==> config.mk <==
export PLATFORM = sky130hd
export DESIGN_NAME = pmwc_top
export DESIGN_NICKNAME = d
export VERILOG_FILES = /design/src/pmwc_pkg.sv /design/src/pmwc_top.sv
export SDC_FILE = /design/constraint.sdc
export NUM_CORES = 1
export LEC_CHECK = 0
export ABC_AREA = 0
export BUFFER_PORTS_ARGS = -buffer_cell sky130_fd_sc_hd__buf_2
export CORE_MARGIN = 1
export CORE_UTILIZATION = 30
export DETAILED_ROUTE_END_ITERATION = 8
export RECOVER_POWER = 50
export SLEW_MARGIN = 30
export SYNTH_ARGS = -nofsm -noshare
export SYNTH_HDL_FRONTEND = slang
export SYNTH_SLANG_ARGS = --single-unit
==> constraint.sdc <==
create_clock -name I_SYS_CLK -period 2.9 [get_ports I_SYS_CLK]
set_input_delay 0.435 -clock I_SYS_CLK [delete_from_list [all_inputs] [get_ports I_SYS_CLK]]
set_output_delay 0.435 -clock I_SYS_CLK [all_outputs]
set_load 0.05 [all_outputs]
==> src/pmwc_pkg.sv <==
// Package of constants and types for the power mode wake-up controller.
package pmwc_pkg;
    // ------------------------------------------------------------------
    // Register byte offsets
    // ------------------------------------------------------------------
    localparam logic [7:0] OFF_CTRL    = 8'h00;
    localparam logic [7:0] OFF_STATUS  = 8'h04;
    localparam logic [7:0] OFF_PIN_WEN = 8'h08;
    localparam logic [7:0] OFF_PER_WEN = 8'h0C;
    localparam logic [7:0] OFF_BOD_CTL = 8'h10;
    localparam logic [7:0] OFF_SLP_CFG = 8'h14;
    localparam logic [7:0] OFF_WDT_MOD = 8'h18;
    localparam logic [7:0] OFF_MISC    = 8'h1C;
    localparam logic [7:0] OFF_OFF_WEN = 8'h20;
    localparam logic [7:0] OFF_INT_ST  = 8'h24;
    localparam logic [7:0] OFF_INT_MSK = 8'h28;
    // ------------------------------------------------------------------
    // Field positions
    // ------------------------------------------------------------------
    localparam int CTRL_LOCK   = 8;
    localparam int PW_BOD      = 0;
    localparam int PW_WDT      = 1;
    localparam int PW_WKT      = 2;
    localparam int PW_USART    = 3;
    localparam int PW_SPI      = 4;
    localparam int PW_I2C0     = 5;
    localparam int PW_I2C1     = 6;
    localparam int PW_TOUCH    = 7;
    localparam int BOD_IRQ_EN  = 0;
    localparam int BOD_RST_EN  = 1;
    localparam int CFG_BOD_ON  = 0;
    localparam int CFG_OSC_ON  = 1;
    localparam int WDM_EN      = 0;
    localparam int WDM_RST_EN  = 1;
    localparam int WDM_IRQ_EN  = 2;
    localparam int MISC_OSC_EN = 0;
    localparam int MISC_WKT_LP = 1;
    localparam int MISC_TCH_LP = 2;
    localparam int IS_SLEEP    = 0;
    localparam int IS_LOW      = 1;
    localparam int IS_OFF      = 2;
    localparam int IS_REFUSE   = 3;
    // ------------------------------------------------------------------
    // Reset values
    // ------------------------------------------------------------------
    localparam logic [7:0] RST_BYTE = 8'h00;
    localparam logic [3:0] RST_NIB  = 4'h0;
    // ------------------------------------------------------------------
    // Mode encoding
    // ------------------------------------------------------------------
    typedef enum logic [2:0] {
        MODE_RUN,
        MODE_SLEEP,
        MODE_DEEP_SLEEP,
        MODE_POWER_DOWN,
        MODE_DEEP_OFF
    } pmwc_mode_t;
endpackage

==> src/pmwc_top.sv <==
// Power mode controller with wake-up gating and a Wishbone slave.
`timescale 1ns/10ps
// Overview of operation
// - Deep power-down cuts power; only the eight wake-up pins end it.
// - With the lock bit set, requests for deep power-down are refused.
// - Wake-up pins never wake from sleep, deep-sleep or power-down.
// - In sleep any core-enabled interrupt resumes the processor.
// - Pin interrupt wakes deep modes if core and pin wake enables set.
// - Brownout interrupt needs both enables, its enable, powered detector.
// - Brownout reset ends deep modes if enabled and detector powered.
// - Watchdog interrupt needs run, enables, powered slow oscillator.
// - Watchdog reset ends deep modes if running, enabled, oscillator powered.
// - Wake timer wakes if oscillator on, low-power clock, enabled, started.
// - Serial interrupts wake deep modes only in slave operation.
// - Touch interrupt wakes if clocked from slow oscillator and enabled.
// - Pin wake from deep power-down needs the deep-off wake enable.
// - Every deep-mode wake interrupt needs wake enable and core enable.
module pmwc_top (
    input  wire logic        I_SYS_CLK,
    input  wire logic        I_ARST_N,
    input  wire logic        I_WB_CYC,
    input  wire logic        I_WB_STB,
    input  wire logic        I_WB_WE,
    input  wire logic [7:0]  I_WB_ADR,
    input  wire logic [3:0]  I_WB_SEL,
    input  wire logic [31:0] I_WB_DAT,
    output logic             O_WB_ACK,
    output logic      [31:0] O_WB_DAT,
    input  wire logic [7:0]  I_PIN_IRQ,
    input  wire logic [7:0]  I_PIN_CORE_INTERRUPT_CONTROLLER_EN,
    input  wire logic [7:0]  I_PER_IRQ,
    input  wire logic [7:0]  I_PER_CORE_INTERRUPT_CONTROLLER_EN,
    input  wire logic        I_BOD_RST,
    input  wire logic        I_WDT_RST,
    input  wire logic        I_WDT_FED,
    input  wire logic        I_WKT_STARTED,
    input  wire logic [3:0]  I_SER_SLAVE,
    input  wire logic [7:0]  I_WAKE_PIN_N,
    output logic      [2:0]  O_MODE,
    output logic             O_CORE_CLK_EN,
    output logic             O_PWR_EN,
    output logic             O_WAKE_RST,
    output logic             O_IRQ
);
    // ------------------------------------------------------------------
    // State
    // ------------------------------------------------------------------
    typedef struct packed {
        pmwc_pkg::pmwc_mode_t mode;
        logic                 ack;
        logic [31:0]          rdat;
        logic                 lock;
        logic [7:0]           pin_wen;
        logic [7:0]           per_wen;
        logic [1:0]           bod_ctl;
        logic [1:0]           slp_cfg;
        logic [2:0]           wdm;
        logic [2:0]           misc;
        logic                 off_wen;
        logic [3:0]           ist;
        logic [3:0]           imsk;
        logic [7:0]           wk_s1;
        logic [7:0]           wk_s2;
        logic                 core_clk;
        logic                 pwr_on;
        logic                 wrst;
        logic                 irq;
    } pmwc_state_t;

    pmwc_state_t st_q;
    pmwc_state_t st_d;
    logic [7:0]  cond;
    logic        low;
    logic        wake_sleep;
    logic        wake_low;
    logic        rst_low;
    logic        wake_off;
    logic        wdt_run;
    logic        req;
    logic        wr;

    // ------------------------------------------------------------------
    // Wake gating
    // ------------------------------------------------------------------
    assign low = (st_q.mode == pmwc_pkg::MODE_DEEP_SLEEP) ||
                 (st_q.mode == pmwc_pkg::MODE_POWER_DOWN);
    assign wdt_run = st_q.wdm[pmwc_pkg::WDM_EN] && I_WDT_FED;
    assign req = I_WB_CYC && I_WB_STB && !st_q.ack;
    assign wr = req && I_WB_WE && I_WB_SEL[0];

    always_comb begin
        cond = 8'h00;
        cond[pmwc_pkg::PW_BOD] = st_q.bod_ctl[pmwc_pkg::BOD_IRQ_EN] &&
                                 st_q.slp_cfg[pmwc_pkg::CFG_BOD_ON];
        cond[pmwc_pkg::PW_WDT] = wdt_run &&
                                 st_q.wdm[pmwc_pkg::WDM_IRQ_EN] &&
                                 st_q.slp_cfg[pmwc_pkg::CFG_OSC_ON];
        cond[pmwc_pkg::PW_WKT] = st_q.misc[pmwc_pkg::MISC_OSC_EN] &&
                                 st_q.misc[pmwc_pkg::MISC_WKT_LP] &&
                                 I_WKT_STARTED;
        cond[pmwc_pkg::PW_USART] = I_SER_SLAVE[0];
        cond[pmwc_pkg::PW_SPI] = I_SER_SLAVE[1];
        cond[pmwc_pkg::PW_I2C0] = I_SER_SLAVE[2];
        cond[pmwc_pkg::PW_I2C1] = I_SER_SLAVE[3];
        cond[pmwc_pkg::PW_TOUCH] = st_q.misc[pmwc_pkg::MISC_TCH_LP];
    end

    // Every deep-mode wake interrupt needs its own wake enable and core enable.
    assign wake_low = |(I_PIN_IRQ & I_PIN_CORE_INTERRUPT_CONTROLLER_EN & st_q.pin_wen) ||
                      |(I_PER_IRQ & I_PER_CORE_INTERRUPT_CONTROLLER_EN & st_q.per_wen & cond);
    assign wake_sleep = |(I_PIN_IRQ & I_PIN_CORE_INTERRUPT_CONTROLLER_EN) ||
                        |(I_PER_IRQ & I_PER_CORE_INTERRUPT_CONTROLLER_EN);
    assign rst_low = (I_BOD_RST && st_q.bod_ctl[pmwc_pkg::BOD_RST_EN] &&
                      st_q.slp_cfg[pmwc_pkg::CFG_BOD_ON]) ||
                     (I_WDT_RST && wdt_run &&
                      st_q.wdm[pmwc_pkg::WDM_RST_EN] &&
                      st_q.slp_cfg[pmwc_pkg::CFG_OSC_ON]);
    // Only the second synchroniser stage is read; pins are active low.
    assign wake_off = st_q.off_wen && (st_q.wk_s2 != 8'hFF);

    // ------------------------------------------------------------------
    // Next state
    // ------------------------------------------------------------------
    always_comb begin
        logic [3:0] set;
        logic [3:0] clr;
        set = pmwc_pkg::RST_NIB;
        clr = pmwc_pkg::RST_NIB;
        st_d = st_q;
        st_d.wk_s1 = I_WAKE_PIN_N;
        st_d.wk_s2 = st_q.wk_s1;
        st_d.wrst = 1'b0;
        st_d.ack = req;
        if (req) begin
            st_d.rdat = 32'h0000_0000;
            case (I_WB_ADR)
                pmwc_pkg::OFF_CTRL: begin
                    st_d.rdat[2:0] = st_q.mode;
                    st_d.rdat[pmwc_pkg::CTRL_LOCK] = st_q.lock;
                end
                pmwc_pkg::OFF_STATUS:  st_d.rdat[2:0] = st_q.mode;
                pmwc_pkg::OFF_PIN_WEN: st_d.rdat[7:0] = st_q.pin_wen;
                pmwc_pkg::OFF_PER_WEN: st_d.rdat[7:0] = st_q.per_wen;
                pmwc_pkg::OFF_BOD_CTL: st_d.rdat[1:0] = st_q.bod_ctl;
                pmwc_pkg::OFF_SLP_CFG: st_d.rdat[1:0] = st_q.slp_cfg;
                pmwc_pkg::OFF_WDT_MOD: st_d.rdat[2:0] = st_q.wdm;
                pmwc_pkg::OFF_MISC:    st_d.rdat[2:0] = st_q.misc;
                pmwc_pkg::OFF_OFF_WEN: st_d.rdat[0] = st_q.off_wen;
                pmwc_pkg::OFF_INT_ST:  st_d.rdat[3:0] = st_q.ist;
                pmwc_pkg::OFF_INT_MSK: st_d.rdat[3:0] = st_q.imsk;
                default:               st_d.rdat = 32'h0000_0000;
            endcase
        end
        if (req && I_WB_WE && I_WB_SEL[1] &&
            I_WB_ADR == pmwc_pkg::OFF_CTRL) begin
            st_d.lock = I_WB_DAT[pmwc_pkg::CTRL_LOCK];
        end
        if (wr) begin
            case (I_WB_ADR)
                pmwc_pkg::OFF_CTRL: begin
                    case (I_WB_DAT[2:0])
                        3'h1: st_d.mode = pmwc_pkg::MODE_SLEEP;
                        3'h2: st_d.mode = pmwc_pkg::MODE_DEEP_SLEEP;
                        3'h3: st_d.mode = pmwc_pkg::MODE_POWER_DOWN;
                        3'h4: begin
                            // The watchdog and brownout detector need power.
                            if (st_q.lock) begin
                                set[pmwc_pkg::IS_REFUSE] = 1'b1;
                            end else begin
                                st_d.mode = pmwc_pkg::MODE_DEEP_OFF;
                            end
                        end
                        default: st_d.mode = st_q.mode;
                    endcase
                end
                pmwc_pkg::OFF_PIN_WEN: st_d.pin_wen = I_WB_DAT[7:0];
                pmwc_pkg::OFF_PER_WEN: st_d.per_wen = I_WB_DAT[7:0];
                pmwc_pkg::OFF_BOD_CTL: st_d.bod_ctl = I_WB_DAT[1:0];
                pmwc_pkg::OFF_SLP_CFG: st_d.slp_cfg = I_WB_DAT[1:0];
                pmwc_pkg::OFF_WDT_MOD: st_d.wdm = I_WB_DAT[2:0];
                pmwc_pkg::OFF_MISC:    st_d.misc = I_WB_DAT[2:0];
                pmwc_pkg::OFF_OFF_WEN: st_d.off_wen = I_WB_DAT[0];
                pmwc_pkg::OFF_INT_ST:  clr = I_WB_DAT[3:0];
                pmwc_pkg::OFF_INT_MSK: st_d.imsk = I_WB_DAT[3:0];
                default:               st_d.imsk = st_q.imsk;
            endcase
        end
        // ------------------------------------------------------------------
        // Mode exits
        // ------------------------------------------------------------------
        case (st_q.mode)
            pmwc_pkg::MODE_SLEEP: begin
                if (wake_sleep) begin
                    st_d.mode = pmwc_pkg::MODE_RUN;
                    set[pmwc_pkg::IS_SLEEP] = 1'b1;
                end
            end
            pmwc_pkg::MODE_DEEP_SLEEP, pmwc_pkg::MODE_POWER_DOWN: begin
                // Wake-up pins are not looked at here.
                if (wake_low || rst_low) begin
                    st_d.mode = pmwc_pkg::MODE_RUN;
                    st_d.wrst = rst_low;
                    set[pmwc_pkg::IS_LOW] = 1'b1;
                end
            end
            pmwc_pkg::MODE_DEEP_OFF: begin
                // Nothing but the pins may leave; the core restarts by reset.
                if (wake_off) begin
                    st_d.mode = pmwc_pkg::MODE_RUN;
                    st_d.wrst = 1'b1;
                    set[pmwc_pkg::IS_OFF] = 1'b1;
                end else begin
                    // A mode request cannot leave; only a pin may.
                    st_d.mode = pmwc_pkg::MODE_DEEP_OFF;
                end
            end
            default: st_d.mode = st_d.mode;
        endcase
        st_d.core_clk = (st_d.mode == pmwc_pkg::MODE_RUN);
        st_d.pwr_on = (st_d.mode != pmwc_pkg::MODE_DEEP_OFF);
        // A flag set in the cycle of its clear stays set.
        st_d.ist = (st_q.ist & ~clr) | set;
        st_d.irq = |(st_d.ist & st_d.imsk);
    end

    // ------------------------------------------------------------------
    // Registers
    // ------------------------------------------------------------------
    always_ff @(posedge I_SYS_CLK or negedge I_ARST_N) begin
        if (!I_ARST_N) begin
            st_q <= '0;
            st_q.mode <= pmwc_pkg::MODE_RUN;
            st_q.wk_s1 <= 8'hFF;
            st_q.wk_s2 <= 8'hFF;
            st_q.core_clk <= 1'b1;
            st_q.pwr_on <= 1'b1;
        end else begin
            st_q <= st_d;
        end
    end

    assign O_WB_ACK = st_q.ack;
    assign O_WB_DAT = st_q.rdat;
    assign O_MODE = st_q.mode;
    assign O_CORE_CLK_EN = st_q.core_clk;
    assign O_PWR_EN = st_q.pwr_on;
    assign O_WAKE_RST = st_q.wrst;
    assign O_IRQ = st_q.irq;
endmodule

==> results of run 1 <==
==> layout make-up <==
type	instances	share of cell area, %
sequential	69	40.1
multi-input combinational	231	34.9
timing repair buffer	100	12.0
clock buffer	11	6.31
tap	143	4.10
clock inverter	5	1.98
inverter	7	0.603
==> Yosys cell counts (3+ instances only) <==
| library cell | n |
|---|---|
| dfrtp_1 | 51 |
| buf_4 | 35 |
| mux2_2 | 31 |
| nor2_1 | 30 |
| nand3_1 | 21 |
| dfstp_2 | 18 |
| nand2_1 | 17 |
| nand4_1 | 15 |
| a22oi_1 | 11 |
| o21ai_0 | 11 |
| clkbuf_1 | 7 |
| inv_1 | 7 |
| a22o_1 | 5 |
| nor3_1 | 5 |
| a221oi_1 | 4 |
| a2111oi_0 | 3 |
| a32o_1 | 3 |
| and3_1 | 3 |
| buf_2 | 3 |
| mux2i_1 | 3 |
| nand3b_1 | 3 |
| o22ai_1 | 3 |
| o31ai_1 | 3 |
==> critical path: stages <==
cell and delay [ns]:
buf_2 0.14, or4_4 0.54, or4_1 0.61, or3_4 0.45
a22o_1 0.21, a32o_1 0.20
==> power by group through the flow <==
stage               clock [mW]  combinational [mW]  sequential (mW)
finish                    1.29               0.344             1.03
global placement             0               0.343             1.05
CTS                       1.32               0.347             1.03
global route              1.37               0.373             1.03
detailed placement           0               0.347             1.05
floorplan                    0               0.247             1.06
==> state kept, by name, indices dropped and copies added (netlist names) <==
signal,count
st_q,43
O_WB_DAT,9
st_d,8
O_MODE,3
O_CORE_CLK_EN,1
O_IRQ,1
O_PWR_EN,1
O_WAKE_RST,1
O_WB_ACK,1
cond,1
==> metal layers <==
layer  share of wire (%)  up-vias
li1                    -     1352
met1                  46     1382
met2                  47       99
met3                 5.5        9
met4                 1.7        0
met5                   0        -
==> per-stage QoR <==
stage | power [mW] | setup slack (ns)
floorplan | 1.31 | 0.261
CTS | 2.70 | 0.574
detailed placement | 1.39 | 0.229
finish | 2.67 | 0.568
global placement | 1.39 | 0.241
global route | 2.77 | 0.279
==> cells by family (layout without fill, tap and decap cells) <==
kind of cell    Yosys count  after routing  synth area share (%)
buf+inv                  54            123                  9.96
xor+xnor                  1              1                 0.247
mux                      34             34                  10.7
other cells               1             23                 0.106
simple gates            116            116                  17.7
compound gates           57             57                  11.9
flops                    69             69                  49.4
==> path summary, 6_finish.rpt <==
path,depth (start not counted),slack [ns],end,start
setup / recovery,6,0.57,O_PWR_EN,I_WB_ADR[4]
hold / removal,1,0.19,st_d[11],I_WAKE_PIN_N[7]
setup reg to reg,5,0.70,O_PWR_EN,O_WB_ACK
hold reg to reg,0,0.35,st_q[4],st_d[4]
max in group asynchronous,2,0.79,st_q[46],I_ARST_N
min in group asynchronous,1,0.44,st_q[34],I_ARST_N
==> metrics.md, run 1 <==
| Metric | Value |
|---|---|
| Syn Std Cell Area | 3540 µm² |
| Global-route usage over all layers | 15.8% |
| Ys Warns | 0 |
| Placed cell areas | 4010 µm² |
| Max_slew headroom | 4.01% |
| Hold slack | 0.195 ns |
| Die H | 111 µm |
| Avg Cell Area, Syn | 10.7 µm² |
| Library cells used by synthesis | 51 |
| Clock sinks | 69 |
| IO Count | 137 |
| WL per Instance | 16.4 µm |
| Die Span X | 111 µm |
| Post-Synthesis Cells | 332 |
| GPL Wtd Cong | 0.930 |
| CTS Buffer Depth | 2 |
| Multi-input gate area | 1520 µm² |
| CP Data Arrival Time | 2.59 ns |
| Most frequent cells in the layout | buf_2, dfrtp_1, mux2_2, nor2_1, conb_1 |
| CTS tree | built |
| Vias in the first global route | 2743 |
| Sequential Area | 1750 µm² |
| Fin crit share | 80.4% |
| CTS H-Tree Depth | 3 |
| Setup TNS | 0 ns |
| Met3 GRT Util | 3.84% |
| Crit end category | register |
| VDD IR max | 0.000238 V |
| Inserted Clock Buffers | 9 |
| Via density per instance | 5.02 |
| GRT overflow | 0 |
| MaxCap Viol Count | 0 |
| Nets | 515 |
| Psw | 701 µW |
| Placed Cells | 550 |
| DR DRC count | 0 |
| FP Rows | 39 |
| GR Util met2 | 24.7% |
| Yosys reg bits | 69 |
| Commonest non-fill, non-tap cell in the layout | buf_2 |
| M1 GR Usage | 21.5% |
| Critical path required time | 3.16 ns |
| Fin cells | 566 |
| Grt peak-use layer | met2 |
| Setup crit start kind | input port |
| Yosys top cell area share | 36.0% |
| Hold Vio Cnt, Final | 0 |
| CP max FO | 8 |
| Flop pwr share | 38.6% |
| Post-CTS Setup Bufs | 0 |
| Vias | 2842 |
| Layout cells sized above 1 | 40.2% |
| Die area | 12200 µm² |
| Util after Layout | 38.0% |
| PortBufs | 88 |
| Pint | 1.96 mW |
| Root Buffer | clkbuf_16 |
| Min Tclk post-route | 2.33 ns |
| Clk_skew | 0.00698 ns |
| Post-CTS Resized | 0 |
| Clock share of power | 48.5% |
| Worst Tran Pin Value | 1.44 ns |
| Core box area | 11500 µm² |
| Pin count of the biggest net entering global routing | 28 |
| Cell taking the most area after synthesis | dfrtp_1 |
| Number of diodes | 0 |
| Final ANT Viol Nets | 0 |
| Main flop type after synthesis | dfrtp_1 |
| Design area | 4360 µm² |
| EDFF count, synth | 0 |
| First-pass GRT wire length | 15100 µm |
| DRT iter0 DRCs | 188 |
| Synth-to-layout area growth | 23.1% |
| Worst-skew pair later-pin latency | 0.33 ns |
| Final Max Tran Viols | 0 |
| Antenna violations before repair | 0 |
| Status | finished, final reports clean |
| Fillers | 1110 |
| # hold bufs at CTS | 0 |
| Detailed Routing Iterations Pass 1 | 4 |
| Synth top area cells | dfrtp_1, dfstp_2, mux2_2 |
| Sequential-to-total area share from yosys stat | 49.4% |
| RSZ-0062 raised after global routing | no |
| Clock Pin Slew Worst Setup and Hold Paths | 0.06 ns |
| Fraction of registers with async set/reset | 100% |
| Starting Density | 30.9% |
| Setup Viol. Count Final | 0 |
| Comb pwr share | 12.9% |
| Switch share | 26.3% |
| Crit path kind | in2reg |
| Pwr/cell area | 611 nW/µm² |
| Leakage | 2.04 nW |
| Total Routed Length | 9270 µm |
| DP HPWL | 7220 µm |
| Worst Hold Class | in2reg |
| Fmax | 0.429 GHz |
Note: power is estimated with default switching activity, not from simulation.
==> run 2: changes to the inputs <==
==> constraint.sdc (replaced) <==
create_clock -name I_SYS_CLK -period 2.4 [get_ports I_SYS_CLK]
set_input_delay 0.36 -clock I_SYS_CLK [delete_from_list [all_inputs] [get_ports I_SYS_CLK]]
set_output_delay 0.36 -clock I_SYS_CLK [all_outputs]
set_load 0.05 [all_outputs]
==> run 2 against run 1 <==
  * Sequential share of layout area down 0.31 points
  * Worst hold slack worse by 0.072 ns
  * Clock-buffer cell count down 1
  * Combinational power increased by 25%
  * Non-clock buffer count grew 11
  * Sequential cell count did not move
  * Clock power is essentially flat
  * Critical path type unchanged
  * Critical endpoint unchanged
  * Largest cell class unchanged
==> metrics.md, run 2 (same netlist as run 1, synthesis figures left out) <==
| Metric | Value |
|---|---|
| Global-route usage over all layers | 15.6% |
| Fmax | 0.475 GHz |
| DR DRC count | 0 |
| Placed cell areas | 4100 µm² |
| Die area | 12200 µm² |
| FP Rows | 39 |
| WL per Instance | 16.0 µm |
| DRT iter0 DRCs | 140 |
| VDD IR max | 0.000304 V |
| Worst Tran Pin Value | 0.907 ns |
| Clock share of power | 43.9% |
| Pwr/cell area | 678 nW/µm² |
| Clk_skew | 0.00717 ns |
| Number of diodes | 0 |
| Design area | 4390 µm² |
| Pin count of the biggest net entering global routing | 69 |
| Comb pwr share | 14.4% |
| Final Max Tran Viols | 0 |
| Worst path slowest cell | or4_1 |
| Total Routed Length | 9220 µm |
| Crit end category | register |
| R2R depth | 5 |
| Vias | 2905 |
| CTS Buffer Depth | 2 |
| CP Data Arrival Time | 2.36 ns |
| Nets | 526 |
| R2r setup slk | 0.30 ns |
| Psw | 861 µW |
| Worst Hold Path Cells | 1 |
| Die Span X | 111 µm |
| Reg-to-reg startpoint | O_WB_ACK |
| Antenna violations before repair | 0 |
| RSZ-0062 raised after global routing | no |
| DP HPWL | 7290 µm |
| Layout cells sized above 1 | 41.9% |
| Worst Hold Class | in2reg |
| Fin crit share | 87.7% |
| Clock Pin Slew Worst Setup and Hold Paths | 0.06 ns |
| Hold Vio Cnt, Final | 0 |
| IO Count | 137 |
| Pre-CTS setup slack | -0.0361 ns |
| CTS tree | built |
| Die H | 111 µm |
| Setup crit start kind | input port |
| Via density per instance | 5.03 |
| Core box area | 11500 µm² |
| PortBufs | 88 |
| WHS Endpoint | st_d[8] |
| Final ANT Viol Nets | 0 |
| CP max FO | 3 |
| Detailed Routing Iterations Pass 1 | 4 |
| Clock sinks | 69 |
| First-pass GRT wire length | 14800 µm |
| Worst-skew pair later-pin latency | 0.33 ns |
| Critical path required time | 2.66 ns |
| Post-CTS Resized | 0 |
| Inserted Clock Buffers | 9 |
| MaxCap Viol Count | 0 |
| Leakage | 2.07 nW |
| Flop pwr share | 41.7% |
| Max incr delay on CP | 0.56 ns |
| Final WS setup | 0.296 ns |
| GRT overflow | 0 |
| Crit path kind | in2reg |
| HP Start | I_WAKE_PIN_N[4] |
| Most frequent cells in the layout | buf_2, dfrtp_1, mux2_2, nor2_1, conb_1 |
| Commonest non-fill, non-tap cell in the layout | buf_2 |
| Max_slew headroom | 39.5% |
| Status | finished, final reports clean |
| Vias in the first global route | 2891 |
| Switch share | 28.9% |
| Starting Density | 30.9% |
| Pint | 2.12 mW |
| Biggest register | st_q |
| GPL Wtd Cong | 0.934 |
| CTS H-Tree Depth | 3 |
| Root Buffer | clkbuf_16 |
| Setup Viol. Count Final | 0 |
| Min Tclk post-route | 2.10 ns |
| CP Cell Sequence | buf_2, or4_4, or4_1, or3_4, a22o_1, a32o_1 |
| Synth-to-layout area growth | 24.1% |
| Max reg flops | 43 |
| RR Endpoint | O_PWR_EN |
| Hold slack | 0.123 ns |
[run 2: per-stage QoR]
stage / std cells / util, % / setup TNS (ns) / power [mW]
finish: 577 / 38.3 / 0 / 2.98
global route: 577 / 38.3 / 0 / 3.09
CTS: 577 / 38.4 / 0 / 3.01
detailed placement: 560 / 35.8 / -0.0610 / 1.70
global placement: 560 / 35.8 / -0.0540 / 1.69
floorplan: 354 / - / -0.0317 / 1.58
[run 2: power by group through the flow]
| stage | registers (mW) | logic (mW) | clock network [mW] |
|---|---|---|---|
| after floorplan | 1.28 | 0.299 | 0 |
| after global placement | 1.26 | 0.428 | 0 |
| after detailed placement | 1.26 | 0.432 | 0 |
| after CTS | 1.24 | 0.434 | 1.33 |
| after global routing | 1.25 | 0.461 | 1.38 |
| final | 1.24 | 0.429 | 1.31 |
[run 2: how the worst max path moves through the flow]
stage | end | from | slack [ns]
5_1_grt | O_IRQ | O_WB_ACK | 0.19
4_1_cts | O_IRQ | O_WB_ACK | 0.30
2_1_floorplan | O_PWR_EN | I_WB_ADR[4] | -0.03
3_5_place_dp | O_PWR_EN | I_WB_ADR[6] | -0.04
6_report | O_PWR_EN | I_WB_ADR[6] | 0.30
3_3_place_gp | O_PWR_EN | I_WB_ADR[6] | -0.03
[run 2: what timing repair did]
| item | CTS | global route |
|---|---|---|
| setup buffers | 0 | 0 |
| hold endpoints to repair | 1 | 0 |
| hold buffers | 1 | 0 |
[run 2: cell type report]
| class | instances | area (µm²) |
|---|---|---|
| well taps | 143 | 179 |
| inverters | 7 | 26.3 |
| repair buffers | 111 | 614 |
| fillers | 1141 | 7070 |
| flip-flops and latches | 69 | 1750 |
| multi-input cells | 231 | 1530 |
| clock inverters | 6 | 47.5 |
| clock buffers | 10 | 250 |
[run 2: worst max-delay path, delay by kind of cell]
| family | cells | cell delay [ns] |
|---|---|---|
| compound gates | 2 | 0.43 |
| buf+inv | 1 | 0.11 |
| simple gates | 3 | 1.46 |
[run 2: metal layers]
metal,global-route usage [%],vias up,share of wire (%)
met2,24.1,117,46
met1,20.6,1397,46
met3,3.79,19,5.9
met5,0,-,0
met4,6.84,0,2.8
li1,-,1372,-
